$ cat config.mk
export PLATFORM = sky130hd
export DESIGN_NAME = scc_sync_clock_control
export DESIGN_NICKNAME = d
export VERILOG_FILES = /design/src/design/scc_pkg.sv /design/src/design/scc_sync_clock_control.sv
export SDC_FILE = /design/constraint.sdc
export NUM_CORES = 1
export LEC_CHECK = 0
export ABC_CLOCK_PERIOD_IN_PS = 6600
export BUFFER_PORTS_ARGS = -buffer_cell sky130_fd_sc_hd__buf_2
export CELL_PAD_IN_SITES_DETAIL_PLACEMENT = 0
export CELL_PAD_IN_SITES_GLOBAL_PLACEMENT = 1
export CORE_ASPECT_RATIO = 0.7
export CORE_MARGIN = 4
export CORE_UTILIZATION = 45
export CTS_CLUSTER_DIAMETER = 100
export DETAILED_ROUTE_END_ITERATION = 10
export PLACE_DENSITY = 0.78
export REMOVE_ABC_BUFFERS = 1
export SLEW_MARGIN = 0
export SYNTH_ARGS = -nofsm -noshare
export SYNTH_HDL_FRONTEND = slang
export SYNTH_SLANG_ARGS = --single-unit
$ cat constraint.sdc
create_clock -name clk_sys -period 6.6 [get_ports clk_sys]
set_input_delay 1.32 -clock clk_sys [delete_from_list [all_inputs] [get_ports clk_sys]]
set_output_delay 1.32 -clock clk_sys [all_outputs]
set_load 0.005 [all_outputs]
$ cat src/design/scc_pkg.sv
// Package of register map, field layout and carrier types for the clock control block
package scc_pkg;

	// ************************************************************
	// Register addresses on the serial port
	// ************************************************************
	localparam logic [14:0] ADDR_SYNC_CTRL = 15'h0029;
	localparam logic [14:0] ADDR_CLKIN_CTRL = 15'h002A;
	localparam logic [14:0] ADDR_NOISE_CTRL = 15'h002B;
	localparam logic [14:0] ADDR_EDGE_POS_B0 = 15'h002C;
	localparam logic [14:0] ADDR_EDGE_POS_B1 = 15'h002D;
	localparam logic [14:0] ADDR_EDGE_POS_B2 = 15'h002E;

	// ************************************************************
	// Reset values
	// ************************************************************
	localparam logic [7:0] RST_SYNC_CTRL = 8'h80;
	localparam logic [7:0] RST_CLKIN_CTRL = 8'h00;
	localparam logic [7:0] RST_NOISE_CTRL = 8'h10;

	// ************************************************************
	// Field positions
	// ************************************************************
	localparam int SYNC_PROC_EN_BIT = 6;
	localparam int SYNC_RECV_EN_BIT = 5;
	localparam int FINE_STEP_BIT = 4;
	localparam int DELAY_SEL_MSB = 3;
	localparam int DELAY_SEL_LSB = 0;
	localparam int SAMPLE_PECL_BIT = 2;
	localparam int SYNC_PECL_BIT = 1;
	localparam int POL_INVERT_BIT = 0;
	localparam int ANALOG_NS_BIT = 2;
	localparam int CLOCK_NS_BIT = 0;

	// ************************************************************
	// Serial frame layout: 1 read flag, 15 address bits, then data bytes
	// ************************************************************
	localparam logic [4:0] HDR_LAST_BIT = 5'h0F;
	localparam logic [4:0] BYTE_LAST_BIT = 5'h07;

	// ************************************************************
	// Types
	// ************************************************************
	typedef enum logic {
		SCC_PH_HEADER,
		SCC_PH_DATA
	} scc_phase_e;

	typedef struct packed {
		logic sync_event_processing_enable;
		logic sync_receiver_enable;
		logic window_fine_step;
		logic [3:0] capture_delay_select;
		logic sync_polarity_invert;
		logic sample_clock_pecl_mode;
		logic sync_input_pecl_mode;
		logic analog_rail_noise_suppress;
		logic clock_rail_noise_suppress;
	} scc_clk_cfg_s;

endpackage : scc_pkg

$ cat src/design/scc_sync_clock_control.sv
// Sync clock control registers behind the serial register port
`timescale 1ns/1ps
module scc_sync_clock_control (
	// Clock and reset
	input wire logic clk_sys,
	input wire logic sys_rst,
	// Serial register port pins
	input wire logic spi_cs_n,
	input wire logic spi_sclk,
	input wire logic spi_sdi,
	output logic spi_sdo,
	output logic spi_sdo_oe,
	// Sync event path
	input wire logic sync_in,
	output logic sync_event,
	// Edge position detector result
	input wire logic [23:0] edge_position_status,
	// Settings to the analog clock path
	output scc_pkg::scc_clk_cfg_s clk_cfg
);

	// ************************************************************
	// Input synchronisers
	// ************************************************************
	logic cs_n_m_ff, cs_n_s_ff, sclk_m_ff, sclk_s_ff, sclk_d_ff, sdi_m_ff, sdi_s_ff;
	logic sync_m_ff, sync_s_ff;
	logic [23:0] pos_m_ff, pos_s_ff;

	// Two flops on every pin; the pin side is asynchronous to clk_sys
	always_ff @(posedge clk_sys or posedge sys_rst) begin
		if (sys_rst) begin
			cs_n_m_ff <= 1'b1;
			cs_n_s_ff <= 1'b1;
			sclk_m_ff <= 1'b0;
			sclk_s_ff <= 1'b0;
			sclk_d_ff <= 1'b0;
			sdi_m_ff <= 1'b0;
			sdi_s_ff <= 1'b0;
			sync_m_ff <= 1'b0;
			sync_s_ff <= 1'b0;
			pos_m_ff <= 24'h000000;
			pos_s_ff <= 24'h000000;
		end else begin
			cs_n_m_ff <= spi_cs_n;
			cs_n_s_ff <= cs_n_m_ff;
			sclk_m_ff <= spi_sclk;
			sclk_s_ff <= sclk_m_ff;
			sclk_d_ff <= sclk_s_ff;
			sdi_m_ff <= spi_sdi;
			sdi_s_ff <= sdi_m_ff;
			sync_m_ff <= sync_in;
			sync_s_ff <= sync_m_ff;
			pos_m_ff <= edge_position_status;
			pos_s_ff <= pos_m_ff;
		end
	end

	logic [23:0] pos_d_ff, pos_hold_ff;

	// Status word crosses bit by bit and may tear; keep it only once two samples agree
	always_ff @(posedge clk_sys or posedge sys_rst) begin
		if (sys_rst) begin
			pos_d_ff <= 24'h000000;
			pos_hold_ff <= 24'h000000;
		end else begin
			pos_d_ff <= pos_s_ff;
			if (pos_s_ff == pos_d_ff)
				pos_hold_ff <= pos_s_ff;
		end
	end

	// ************************************************************
	// Register file
	// ************************************************************
	logic [7:0] sync_ctrl_ff, clkin_ctrl_ff, noise_ctrl_ff;

	// Read decode; unmapped addresses read zero
	function automatic logic [7:0] read_byte(input logic [14:0] addr,
		input logic [7:0] r0, input logic [7:0] r1, input logic [7:0] r2,
		input logic [23:0] pos);
		logic [7:0] val;
		val = 8'h00;
		case (addr)
			scc_pkg::ADDR_SYNC_CTRL: val = r0;
			scc_pkg::ADDR_CLKIN_CTRL: val = r1;
			scc_pkg::ADDR_NOISE_CTRL: val = r2;
			scc_pkg::ADDR_EDGE_POS_B0: val = pos[7:0];
			scc_pkg::ADDR_EDGE_POS_B1: val = pos[15:8];
			scc_pkg::ADDR_EDGE_POS_B2: val = pos[23:16];
			default: val = 8'h00;
		endcase
		return val;
	endfunction : read_byte

	// ************************************************************
	// Serial frame engine
	// ************************************************************
	scc_pkg::scc_phase_e phase_ff;
	logic [4:0] bit_cnt_ff;
	logic [15:0] shift_in_ff;
	logic is_read_ff;
	logic [14:0] addr_ff;
	logic [7:0] dout_ff;
	logic sdo_ff;
	logic frame_active, sclk_rise, sclk_fall, hdr_done, byte_done, wr_strobe;
	logic [14:0] nxt_addr;
	logic [7:0] wr_data;

	// Edges seen on the synchronised clock; sclk must stay well below clk_sys/4
	assign frame_active = ~cs_n_s_ff;
	assign sclk_rise = frame_active & sclk_s_ff & ~sclk_d_ff;
	assign sclk_fall = frame_active & ~sclk_s_ff & sclk_d_ff;
	assign hdr_done = sclk_rise && phase_ff == scc_pkg::SCC_PH_HEADER
		&& bit_cnt_ff == scc_pkg::HDR_LAST_BIT;
	assign byte_done = sclk_rise && phase_ff == scc_pkg::SCC_PH_DATA
		&& bit_cnt_ff == scc_pkg::BYTE_LAST_BIT;
	assign wr_strobe = byte_done & ~is_read_ff;
	assign wr_data = {shift_in_ff[6:0], sdi_s_ff};
	// Address of the first byte at header end, else ascend for streaming
	assign nxt_addr = hdr_done ? {shift_in_ff[13:0], sdi_s_ff} : addr_ff + 15'h0001;

	// Phase and bit counting; chip select high aborts any partial frame
	always_ff @(posedge clk_sys or posedge sys_rst) begin
		if (sys_rst) begin
			phase_ff <= scc_pkg::SCC_PH_HEADER;
			bit_cnt_ff <= 5'h00;
			shift_in_ff <= 16'h0000;
		end else if (!frame_active) begin
			phase_ff <= scc_pkg::SCC_PH_HEADER;
			bit_cnt_ff <= 5'h00;
		end else if (sclk_rise) begin
			shift_in_ff <= {shift_in_ff[14:0], sdi_s_ff};
			if (hdr_done || byte_done) begin
				phase_ff <= scc_pkg::SCC_PH_DATA;
				bit_cnt_ff <= 5'h00;
			end else begin
				bit_cnt_ff <= bit_cnt_ff + 5'h01;
			end
		end
	end

	// Command flag and address pointer
	always_ff @(posedge clk_sys or posedge sys_rst) begin
		if (sys_rst) begin
			is_read_ff <= 1'b0;
			addr_ff <= 15'h0000;
		end else if (hdr_done) begin
			is_read_ff <= shift_in_ff[14];
			addr_ff <= nxt_addr;
		end else if (byte_done) begin
			addr_ff <= nxt_addr;
		end
	end

	// Read data: loaded at each byte boundary, shifted out on falling edges
	always_ff @(posedge clk_sys or posedge sys_rst) begin
		if (sys_rst) begin
			dout_ff <= 8'h00;
			sdo_ff <= 1'b0;
		end else if (hdr_done || byte_done) begin
			dout_ff <= read_byte(nxt_addr, sync_ctrl_ff, clkin_ctrl_ff, noise_ctrl_ff,
				pos_hold_ff);
		end else if (sclk_fall && phase_ff == scc_pkg::SCC_PH_DATA && is_read_ff) begin
			sdo_ff <= dout_ff[7];
			dout_ff <= {dout_ff[6:0], 1'b0};
		end
	end

	assign spi_sdo = sdo_ff;
	// Drive only while a read frame is in its data phase
	assign spi_sdo_oe = frame_active && phase_ff == scc_pkg::SCC_PH_DATA && is_read_ff;

	// Whole byte lands at once; reserved bits stored as written
	always_ff @(posedge clk_sys or posedge sys_rst) begin
		if (sys_rst) begin
			sync_ctrl_ff <= scc_pkg::RST_SYNC_CTRL;
			clkin_ctrl_ff <= scc_pkg::RST_CLKIN_CTRL;
			noise_ctrl_ff <= scc_pkg::RST_NOISE_CTRL;
		end else if (wr_strobe) begin
			if (addr_ff == scc_pkg::ADDR_SYNC_CTRL)
				sync_ctrl_ff <= wr_data;
			if (addr_ff == scc_pkg::ADDR_CLKIN_CTRL)
				clkin_ctrl_ff <= wr_data;
			if (addr_ff == scc_pkg::ADDR_NOISE_CTRL)
				noise_ctrl_ff <= wr_data;
		end
	end

	// ************************************************************
	// Settings to the analog path, straight from the register flops
	// ************************************************************
	assign clk_cfg.sync_event_processing_enable = sync_ctrl_ff[scc_pkg::SYNC_PROC_EN_BIT];
	assign clk_cfg.sync_receiver_enable = sync_ctrl_ff[scc_pkg::SYNC_RECV_EN_BIT];
	assign clk_cfg.window_fine_step = sync_ctrl_ff[scc_pkg::FINE_STEP_BIT];
	assign clk_cfg.capture_delay_select =
		sync_ctrl_ff[scc_pkg::DELAY_SEL_MSB:scc_pkg::DELAY_SEL_LSB];
	assign clk_cfg.sync_polarity_invert = clkin_ctrl_ff[scc_pkg::POL_INVERT_BIT];
	assign clk_cfg.sample_clock_pecl_mode = clkin_ctrl_ff[scc_pkg::SAMPLE_PECL_BIT];
	assign clk_cfg.sync_input_pecl_mode = clkin_ctrl_ff[scc_pkg::SYNC_PECL_BIT];
	assign clk_cfg.analog_rail_noise_suppress = noise_ctrl_ff[scc_pkg::ANALOG_NS_BIT];
	assign clk_cfg.clock_rail_noise_suppress = noise_ctrl_ff[scc_pkg::CLOCK_NS_BIT];

	// ************************************************************
	// Sync event processing
	// ************************************************************
	logic sync_lvl, sync_lvl_d_ff, sync_event_ff;

	// A disabled receiver delivers a steady low, so no events can leak through
	assign sync_lvl = clk_cfg.sync_receiver_enable
		& (sync_s_ff ^ clk_cfg.sync_polarity_invert);

	// One pulse per rising edge of the aligned sync level, only when processing
	always_ff @(posedge clk_sys or posedge sys_rst) begin
		if (sys_rst) begin
			sync_lvl_d_ff <= 1'b0;
			sync_event_ff <= 1'b0;
		end else begin
			sync_lvl_d_ff <= sync_lvl;
			sync_event_ff <= clk_cfg.sync_event_processing_enable
				& sync_lvl & ~sync_lvl_d_ff;
		end
	end

	assign sync_event = sync_event_ff;

endmodule : scc_sync_clock_control

==> metrics, run 1 <==
outcome finished, final reports clean; die area 19,100 um^2; Critical Path End Type flip-flop; buffer and inverter count on the worst path 1; H-tree levels 4; slowest library cell on the worst path a21o_1; Core Box Area roughly 16,000 um^2; adder-cell area share of the yosys netlist 0.00820; fin nets approximately 700; Peak VDD IR roughly 0.00016 V; CTS resizes 0; Syn-to-layout area delta 12.4%; # setup viols final 0; Setup crit start bit_cnt_ff[0]; TNS Setup 0 ns; maximum clock path buffer count 2; pins over their slew limit 0; largest family of logic cells by synthesized area multiplexers; Crit Path Max Fanout 32; Hold Buf Count CTS 0; share of layout cells above drive strength 1 0.251; Ports 45; Post-synth ARST share 1.00; first-pass GRT wire length 26,900 um; post-route ant nets 0; post-synthesis mux area share 0.134; Initial Util 0.463; n_diodes 0; Worst-Margin Slew 1.03 ns; number of global-route vias before repair a little under 5,000; worst-skew pair later-pin latency 0.43 ns; multi-input logic area 2930 um^2; DRT iter0 DRCs roughly 350; Req. time, crit path slightly below 7 ns; die height approximately 120 um; leakage just under 0.004 uW; Vias 4,824; FF/Latch Area ~4400 um^2; Tot GR Track Use 0.183; Compound-Gate Fraction of Synth Area 0.0802; total CTS buffers 17; top cells by count, synth dfrtp_1 (173), nand2_1 (78), mux2_2 (70); grt ovf 0; Pwr Density around 270 nW/um^2; FILL cells around 1,400; Routability Congestion between 0.9 and 1; origin of the critical flop-to-flop path bit_cnt_ff[0]; WHS Endpoint pos_s_ff[16]; Avg Inst Size Synth approximately 12 um^2; clk root buf clkbuf_16; initial antenna violation count 0; Critical Path Start Type flip-flop; reg-to-reg endpoint dout_ff[1]; unrepaired setup endpoints after global routing false; CTS Sinks ~180; flops & latches, synth around 180; CTS tree built; final hold vios 0; Arr. time, crit path approximately 3.2 ns; Syn Std Cell Area between 7000 and 8000 um^2; FMAX approximately 340 MHz; Chip Width approximately 160 um; Post-synth EDFFs 0; largest net degree at the start of global routing just over 80; DR pass1 iterations 5; Main synth FF type dfrtp_1; Mapped Cells 637; Synthesis Warnings 0; Synth top area share 0.567; Synth Area in XOR/XNOR 0.0505; clock skew roughly 0.013 ns; reg-to-reg slack, setup between 3 and 4 ns; WHS Path Cells 0; min Tclk post-route between 2 and 3 ns; WL/cell about 18 um; Max-Cap Viols 0; worst setup path category flip-flop to flip-flop; Rel. slew slack 0.311; Synth cell types 56; most common cell in the synthesized netlist dfrtp_1; synth top area cells dfrtp_1 (57%), mux2_2 (10%), nand2_1 (3.8%), mux2i_1 (2.9%), o21ai_0 (2.7%); crit path cell chain ha_1 -> and3_1 -> ha_1 -> nor2b_1 -> nand2_1 -> buf_4 -> a21o_1 -> o21ai_0 -> a21oi_1 -> a21oi_1 -> o2bb2ai_1; CP max stage delay between 0.5 and 0.6 ns; DR vias/cell 5.35; FF-to-FF path depth 11; simple-gate share of the synthesized area 0.111; # DRC 0; fin crit share 0.442; Synth area leader dfrtp_1; register area share after synthesis 0.581; num rows 39; count of buffers inserted at the top-level ports 44; hold slack roughly 0.35 ns; drt total wl approximately 17,000 um; Top Family by Delay on Critical Path compound AO/OA/AOI/OAI gates; hold wc startpoint pos_m_ff[16]; Hold WC Path Type flip-flop to flip-flop; CTS clk-pin slew, worst paths ~0.07 ns; DP HPWL 11,500 um; postcts setup bufs 0
## state kept, by name, summed over array words and instances (netlist names), 5 cells and up
name	cells
pos_d_ff	24
pos_hold_ff	24
pos_m_ff	24
pos_s_ff	24
addr_ff	15
shift_in_ff	15
clkin_ctrl_ff	8
dout_ff	8
noise_ctrl_ff	8
sync_ctrl_ff	8
bit_cnt_ff	5
## cell usage in the layout, fill, tap and decap left out, types with 5 or more instances in the layout
cell and instances:
dfrtp_1 173, nand2_1 78, mux2_2 70, buf_2 44, o21ai_0 41, a21oi_1 25
mux2i_1 22, xnor2_1 22, xor2_1 21, clkbuf_16 17, nand4_1 15, nor2_1 15
nor3_1 13, nand3_1 12, buf_4 8, inv_1 7, nor4_1 7, a221o_1 7
o2bb2ai_1 6, inv_8 6, ha_1 5
## final cells by class
class                           count  share of cell area
Sequential cell                   177               0.517
Multi-Input combinational cell    408               0.342
Clock buffer                       17              0.0496
Tap cell                          225              0.0328
Timing Repair Buffer               52              0.0327
Clock inverter                     15              0.0220
Inverter                            8             0.00408
## metal layers
metal | up-vias | GRT usage | part of all wire
li1 | 2286 | - | -
met4 | 0 | 0.0464 | 0.0092
met2 | 122 | 0.251 | 0.41
met1 | 2398 | 0.290 | 0.52
met5 | - | 0 | 0
met3 | 18 | 0.0448 | 0.054
## worst reg2reg max path: stages, from the launching register on
cell,delay [ns]
dfrtp_1,0.42
ha_1,0.25
and3_1,0.20
ha_1,0.19
nor2b_1,0.15
nand2_1,0.06
buf_4,0.33
a21o_1,0.59
o21ai_0,0.22
a21oi_1,0.15
a21oi_1,0.09
o2bb2ai_1,0.14
## power by group
group / switching, uW / internal, uW / total, uW
registers: 61.7 / 1130 / 1190
clock network: 479 / 549 / 1030
logic: 47.3 / 39.3 / 86.7
## worst max path at each step
stage / slack [ns] / depth (start not counted) / endpoint
2_1_floorplan: 0.48 / 1 / addr_ff[0]
3_3_place_gp: 3.78 / 11 / dout_ff[2]
3_5_place_dp: 3.75 / 11 / dout_ff[1]
4_1_cts: 3.70 / 11 / dout_ff[1]
5_1_grt: 3.43 / 11 / dout_ff[3]
6_report: 3.69 / 11 / dout_ff[1]
## kinds of logic after synthesis
logic type      after synthesis
compound gates               99
xor+xnor                     44
fa+ha+maj                     5
buf+inv                      52
flops                       177
mux                          93
simple gates                167
## stage by stage
stage,util,worst slack (ns),total power (uW),area [um^2],cells
after global routing,0.520,3.43,2390,8580,902
after floorplan,-,0.485,1240,7390,593
after CTS,0.520,3.70,2330,8580,902
final,0.520,3.69,2300,8580,902
after detailed placement,0.483,3.75,1300,7960,870
after global placement,0.483,3.78,1290,7960,870
Power figures use the tool's default switching activity.
==> run 2, diff against run 1 <==
--- a/config.mk
+++ b/config.mk
@@ -5,7 +5,8 @@
 export SDC_FILE = /design/constraint.sdc
 export NUM_CORES = 1
 export LEC_CHECK = 0
-export ABC_CLOCK_PERIOD_IN_PS = 6600
+export ABC_AREA = 1
+export ABC_CLOCK_PERIOD_IN_PS = 2700
 export BUFFER_PORTS_ARGS = -buffer_cell sky130_fd_sc_hd__buf_2
 export CELL_PAD_IN_SITES_DETAIL_PLACEMENT = 0
 export CELL_PAD_IN_SITES_GLOBAL_PLACEMENT = 1
@@ -14,7 +15,7 @@
 export CORE_UTILIZATION = 45
 export CTS_CLUSTER_DIAMETER = 100
 export DETAILED_ROUTE_END_ITERATION = 10
-export PLACE_DENSITY = 0.78
+export PLACE_DENSITY = 0.8
 export REMOVE_ABC_BUFFERS = 1
 export SLEW_MARGIN = 0
 export SYNTH_ARGS = -nofsm -noshare
==> constraint.sdc (replaced) <==
create_clock -name clk_sys -period 2.7 [get_ports clk_sys]
set_input_delay 0.54 -clock clk_sys [delete_from_list [all_inputs] [get_ports clk_sys]]
set_output_delay 0.54 -clock clk_sys [all_outputs]
set_load 0.005 [all_outputs]
==> run 2 against run 1 <==
Against the previous run:
- first-iteration DRC count increased by 21%
- clock skew decreased by 0.0028 ns
- die area decreased by 1.9%
- wire length increased by 5.7%
- sequential power increased by 140%
- sequential share of layout area decreased by 3.8 points
- cell count increased by 20%
- count of clock-buffer cells in the layout unchanged
- design area increased by 8.0%
- register-to-register slack got worse by 3.7 ns
- core utilization increased by 4.9 points
- largest power group unchanged
- via count increased by 14%
- largest cell class unchanged
==> metrics, run 2 <==
leakage 0.00431 uW; Rel. slew slack 0.600; Main synth FF type dfrtp_1; clk root buf clkbuf_16; worst-skew pair later-pin latency roughly 0.43 ns; largest net degree at the start of global routing a little under 70; grt ovf 0; unrepaired setup endpoints after global routing true; Tot GR Track Use 0.189; CP max stage delay between 0.3 and 0.4 ns; Synth area leader dfrtp_1; Pwr Density ~600 nW/um^2; min Tclk post-route roughly 2.7 ns; flops & latches, synth between 150 and 200; num rows 39; fin nets 882; fin crit share 0.997; DRT iter0 DRCs about 430; DP Cell Count a little over 1,000; Critical Path Most Common Cell nand2_2; Hold Buf Count CTS 0; DR vias/cell just over 5; first-pass GRT wire length ~28,000 um; CTS tree built; # setup viols final 0; Syn-to-layout area delta 23.9%; hold slack ~0.19 ns; top cells by count, synth dfrtp_1 (173), nand2_1 (169), nand3_1 (71), o21ai_0 (71), inv_1 (51); fin cells about 1,100; Peak VDD IR around 0.00055 V; Hold WC Path Type input port to async pin; Synth top area share 0.579; Syn Std Cell Area ~7500 um^2; TNS Setup 0 ns; slowest library cell on the worst path dfrtp_1; Routability Congestion around 0.95; clock skew around 0.0099 ns; share of layout cells above drive strength 1 0.301; setup ws final around 0.0084 ns; FF-to-FF path depth 20; Synthesis Warnings 0; most frequent cells in the layout dfrtp_1 (173), nand2_1 (152), o21ai_0 (71); Post-synth ARST share 1.00; die height 116 um; die area between 15,000 and 20,000 um^2; Mapped Cells 753; CTS clk-pin slew, worst paths around 0.08 ns; count of buffers inserted at the top-level ports 44; register area share after synthesis 0.593; Final Power 5530 uW; Req. time, crit path 3.06 ns; reg-to-reg endpoint dout_ff[4]; Critical Path Start Type flip-flop; H-tree levels 4; most common cell in the synthesized netlist dfrtp_1; WL/cell approximately 16 um; reg-to-reg slack, setup 0.008 ns; total CTS buffers 17; Avg Inst Size Synth between 9 and 10 um^2; Chip Width approximately 160 um; n_diodes 0; # DRC 0; multi-input logic area ~2800 um^2; Initial Util 0.459; most common cell after layout, fill and taps aside dfrtp_1; drt total wl 17,600 um; maximum clock path buffer count 2; crit path to dout_ff[4]; outcome finished, final reports clean; Setup crit start bit_cnt_ff[0]; Vias 5,518; origin of the critical flop-to-flop path bit_cnt_ff[0]; Crit Path Max Fanout 7; Synth cell types 38; Critical Path End Type flip-flop; initial antenna violation count 0; synth top area cells dfrtp_1 (58%), nand2_1 (8.5%), nand3_1 (4.8%), o21ai_0 (4.8%), mux2_2 (3.0%); Arr. time, crit path slightly above 3 ns; Max-Cap Viols 0; DR pass1 iterations 5; post-route ant nets 0; DP HPWL around 12,000 um; pins over their slew limit 0; dpl ws approximately 0.038 ns; Post-synth EDFFs 0; FF/Latch Area between 4000 and 5000 um^2; FMAX about 370 MHz; CTS Sinks ~180; Worst-Margin Slew 0.600 ns; final hold vios 0; number of global-route vias before repair roughly 5,300; Core Box Area around 16,000 um^2; worst setup path category flip-flop to flip-flop; Ports 45; crit path cell chain ha_2 -> nand2_2 -> nor2_1 -> ha_2 -> nand4_4 -> buf_12 -> buf_8 -> nand2_4 -> nand2_4 -> nor2_4 -> buf_6 -> nand3_4 -> nor2_4 -> buf_12 -> nand3_2 -> nand2_2 -> nor2_1 -> nand2_1 -> nand2_2 -> a21oi_2; FILL cells around 1,400
-- run 2: kinds of logic after synthesis --
| family | after synthesis | synth area share |
|---|---|---|
| and+or+nand+nor | 338 | 0.214 |
| buffers and inverters | 93 | 0.0586 |
| AOI/OAI and AO/OA | 100 | 0.0721 |
| xor gates and xnor gates | 20 | 0.0234 |
| adders and majority gates | 5 | 0.00837 |
| DFF | 177 | 0.593 |
| muxes | 20 | 0.0301 |
-- run 2: cell type report --
type / count / area share
Timing Repair Buffer: 109 / 0.0934
Sequential cell: 177 / 0.479
Clock inverter: 15 / 0.0213
Multi-Input combinational cell: 484 / 0.306
Clock buffer: 17 / 0.0459
Inverter: 58 / 0.0242
Tap cell: 225 / 0.0304
-- run 2: power by group --
part	internal [uW]	switching, uW	leakage (uW)
sequential	2740	61.4	0.00227
clock	1270	1250	0.000297
combinational	62.6	135	0.00174
-- run 2: layer usage --
| layer | GRT usage | vias up | wire [um] |
|---|---|---|---|
| met4 | 0.0451 | 0 | 178 |
| met1 | 0.300 | 2674 | 8940 |
| met3 | 0.0419 | 15 | 1170 |
| li1 | - | 2659 | - |
| met2 | 0.264 | 170 | 7260 |
| met5 | 0 | - | 0 |
-- run 2: worst min path at each step --
| stage | slack (ns) | depth (start not counted) | to | startpoint |
|---|---|---|---|---|
| 2_1_floorplan | 0.33 | 0 | pos_s_ff[0] | pos_m_ff[0] |
| 3_3_place_gp | 0.33 | 0 | pos_s_ff[7] | pos_m_ff[7] |
| 3_5_place_dp | 0.33 | 0 | pos_s_ff[14] | pos_m_ff[14] |
| 4_1_cts | 0.19 | 1 | cs_n_m_ff | spi_cs_n |
| 5_1_grt | 0.18 | 1 | pos_m_ff[14] | edge_position_status[14] |
| 6_report | 0.19 | 2 | sync_s_ff | sys_rst |
-- run 2: repair_timing --
| item | CTS | global route |
|---|---|---|
| gates resized for setup | 3 | 64 |
| endpoints found under the setup margin | 1 | 7 |
| pin swaps | 1 | 35 |
| cloned | 0 | 4 |
| buffers inserted | 0 | 23 |
-- run 2: critical path: cells and delay by family, from the launching register on --
family,cells,cell delay [ns]
DFF,1,0.37
AOI/OAI and AO/OA,1,0.10
and+or+nand+nor,13,1.16
adders and majority gates,2,0.42
buffers and inverters,4,0.56
-- run 2: through the flow --
stage,util,area (um^2)
2_1_floorplan,-,7260
3_3_place_gp,0.499,8130
3_5_place_dp,0.499,8130
4_1_cts,0.538,8770
5_1_grt,0.569,9270
6_report,0.569,9270
==> run 3, diff against run 2 <==
--- a/config.mk
+++ b/config.mk
@@ -8,14 +8,14 @@
 export ABC_AREA = 1
 export ABC_CLOCK_PERIOD_IN_PS = 2700
 export BUFFER_PORTS_ARGS = -buffer_cell sky130_fd_sc_hd__buf_2
-export CELL_PAD_IN_SITES_DETAIL_PLACEMENT = 0
-export CELL_PAD_IN_SITES_GLOBAL_PLACEMENT = 1
 export CORE_ASPECT_RATIO = 0.7
 export CORE_MARGIN = 4
 export CORE_UTILIZATION = 45
+export CTS_BUF_LIST = sky130_fd_sc_hd__clkbuf_8 sky130_fd_sc_hd__clkbuf_16
 export CTS_CLUSTER_DIAMETER = 100
+export CTS_CLUSTER_SIZE = 20
 export DETAILED_ROUTE_END_ITERATION = 10
-export PLACE_DENSITY = 0.8
+export PLACE_DENSITY = 0.67
 export REMOVE_ABC_BUFFERS = 1
 export SLEW_MARGIN = 0
 export SYNTH_ARGS = -nofsm -noshare
==> run 3 against run 2 <==
Against the previous run:
- total power shrank 2.0%
- combinational power grew 5%
- clock skew grew 0.0058 ns
- critical endpoint is now dout_ff[6]
- largest cell class unchanged
- wire length shrank 3.0%
- highest routed layer unchanged
- hold slack lost 0.038 ns
==> metrics, run 3 (synthesis gave the netlist of run 2 again) <==
outcome finished, final reports clean; number of global-route vias before repair 4,893; Req. time, crit path around 3 ns; share of layout cells above drive strength 1 0.300; Pwr Density slightly below 600 nW/um^2; Worst-Margin Slew ~0.54 ns; sw power 1360 uW; crit path cell chain ha_2 -> nand2_2 -> nor2_2 -> ha_2 -> nand4_4 -> buf_12 -> nand3_4 -> nand2_4 -> nor2_4 -> buf_6 -> nand2_4 -> nor2_4 -> nand3_1 -> nand2_2 -> nor2_1 -> nand2_1 -> nand2_2 -> a21oi_2; worst setup path category flip-flop to flip-flop; clock skew 0.0157 ns; GR Layer Usage met2 0.240; FF/Latch Area 4430 um^2; count of buffers inserted at the top-level ports between 40 and 50; num rows 39; fin cells around 1,100; pins over their slew limit 0; total CTS buffers 17; Arr. time, crit path roughly 3.1 ns; die area about 19,000 um^2; FILL cells around 1,400; CTS tree built; leakage ~0.0043 uW; Rel. slew slack 0.634; die height between 100 and 150 um; buffer and inverter count on the worst path 2; DP Cell Count 1,018; fin crit share 0.996; final hold vios 0; # setup viols final 0; first-pass GRT wire length 26,400 um; Hold WC Path Type input port to async pin; Ports 45; grt met3 use 0.0423; DRT iter0 DRCs about 540; WL/cell about 16 um; grt ovf 0; Critical Path Most Common Cell nand2_2; GR Util met1 0.293; # DRC 0; DR vias/cell between 5 and 6; fin nets around 870; Hold Buf Count CTS 0; DP HPWL ~11,000 um; worst-skew pair later-pin latency 0.43 ns; n_diodes 0; Max-Cap Viols 0; Syn-to-layout area delta 23.8%; Pint about 4100 uW; Critical Path End Type flip-flop; Logic pwr share 0.038; Chip Width roughly 160 um; Routability Congestion approximately 0.89; min Tclk post-route around 2.7 ns; multi-input logic area approximately 3000 um^2; maximum clock path buffer count 2; Initial Util 0.459; Clock Power Share 0.444; FMAX 372 MHz; clk root buf clkbuf_16; fin area 9260 um^2; DR pass1 iterations 5; H-tree levels 4; most common cell after layout, fill and taps aside dfrtp_1; initial antenna violation count 0; sequential share of power 0.518; Crit Path Max Fanout 8; largest net degree at the start of global routing 56; drt total wl 17,000 um; most frequent cells in the layout dfrtp_1 (173), nand2_1 (145), o21ai_0 (70); Top Family by Delay on Critical Path simple AND/OR/NAND/NOR gates; most used routing layer in global routing met1; dpl cell area roughly 8000 um^2; Tot GR Track Use 0.181; Core Box Area approximately 16,000 um^2; post-route ant nets 0; Peak VDD IR between 0.0004 and 0.0005 V; sw frac 0.251; unrepaired setup endpoints after global routing true; CTS Sinks 177; Vias 5,489; CP max stage delay approximately 0.37 ns; CTS clk-pin slew, worst paths around 0.070 ns; slowest library cell on the worst path dfrtp_1; Critical Path Start Type flip-flop
==> run 3: cell types whose count changed in the layout (fill, tap and decap cells not counted), moves of 4 or more <==
cell,before,now
nor2_1,32,28
nor2_4,14,20
nand3_1,59,64
buf_4,47,37
nand2_4,5,10
nand3_2,13,6
nand2_1,152,145
==> run 3: final cells by class <==
cell class                      count  area share
Sequential cell                   177       0.479
Multi-Input combinational cell    486       0.320
Timing Repair Buffer               97      0.0822
Clock buffer                       17      0.0460
Tap cell                          225      0.0304
Inverter                           58      0.0242
Clock inverter                     15      0.0178
==> run 3: through the flow <==
stage / worst slack, ns / setup TNS [ns] / utilization / hold slack (ns) / total power, uW
final: 0.0120 / 0 / 0.568 / 0.149 / 5420
after detailed placement: -0.0170 / -0.0806 / 0.494 / 0.335 / 3060
after global placement: 0.0397 / 0 / 0.494 / 0.332 / 3050
after global routing: -0.119 / -0.702 / 0.568 / 0.183 / 5630
after floorplan: -2.64 / -461.74 / - / 0.331 / 2960
after CTS: 0.0145 / 0 / 0.537 / 0.162 / 5470
==> run 3: power groups by stage <==
stage | combinational (uW) | sequential [uW] | clock [uW]
after global routing | 239 | 2820 | 2570
final | 206 | 2810 | 2410
after detailed placement | 201 | 2860 | 0
after floorplan | 119 | 2840 | 0
after global placement | 198 | 2850 | 0
after CTS | 206 | 2810 | 2460
==> run 3: metal layers <==
metal,up-vias,routed length (um)
li1,2639,-
met1,2609,8470
met2,214,6950
met3,27,1280
met4,0,318
met5,-,0
==> run 3: repair_timing <==
action,in CTS,in global routing
pin swaps,4,33
resized for setup,10,81
setup endpoints to repair,6,8
setup buffers,4,17
gates cloned,2,4
==> run 3: worst paths after layout <==
kind / startpoint / endpoint / slack, ns / cells past startpoint
max: bit_cnt_ff[1] / dout_ff[6] / 0.01 / 18
min: sys_rst / sclk_m_ff / 0.15 / 2
max reg2reg: bit_cnt_ff[1] / dout_ff[6] / 0.01 / 18
min reg2reg: pos_m_ff[14] / pos_s_ff[14] / 0.35 / 0
max in group asynchronous: sys_rst / noise_ctrl_ff[4] / 1.84 / 3
min in group clk_sys: spi_cs_n / cs_n_m_ff / 0.21 / 1
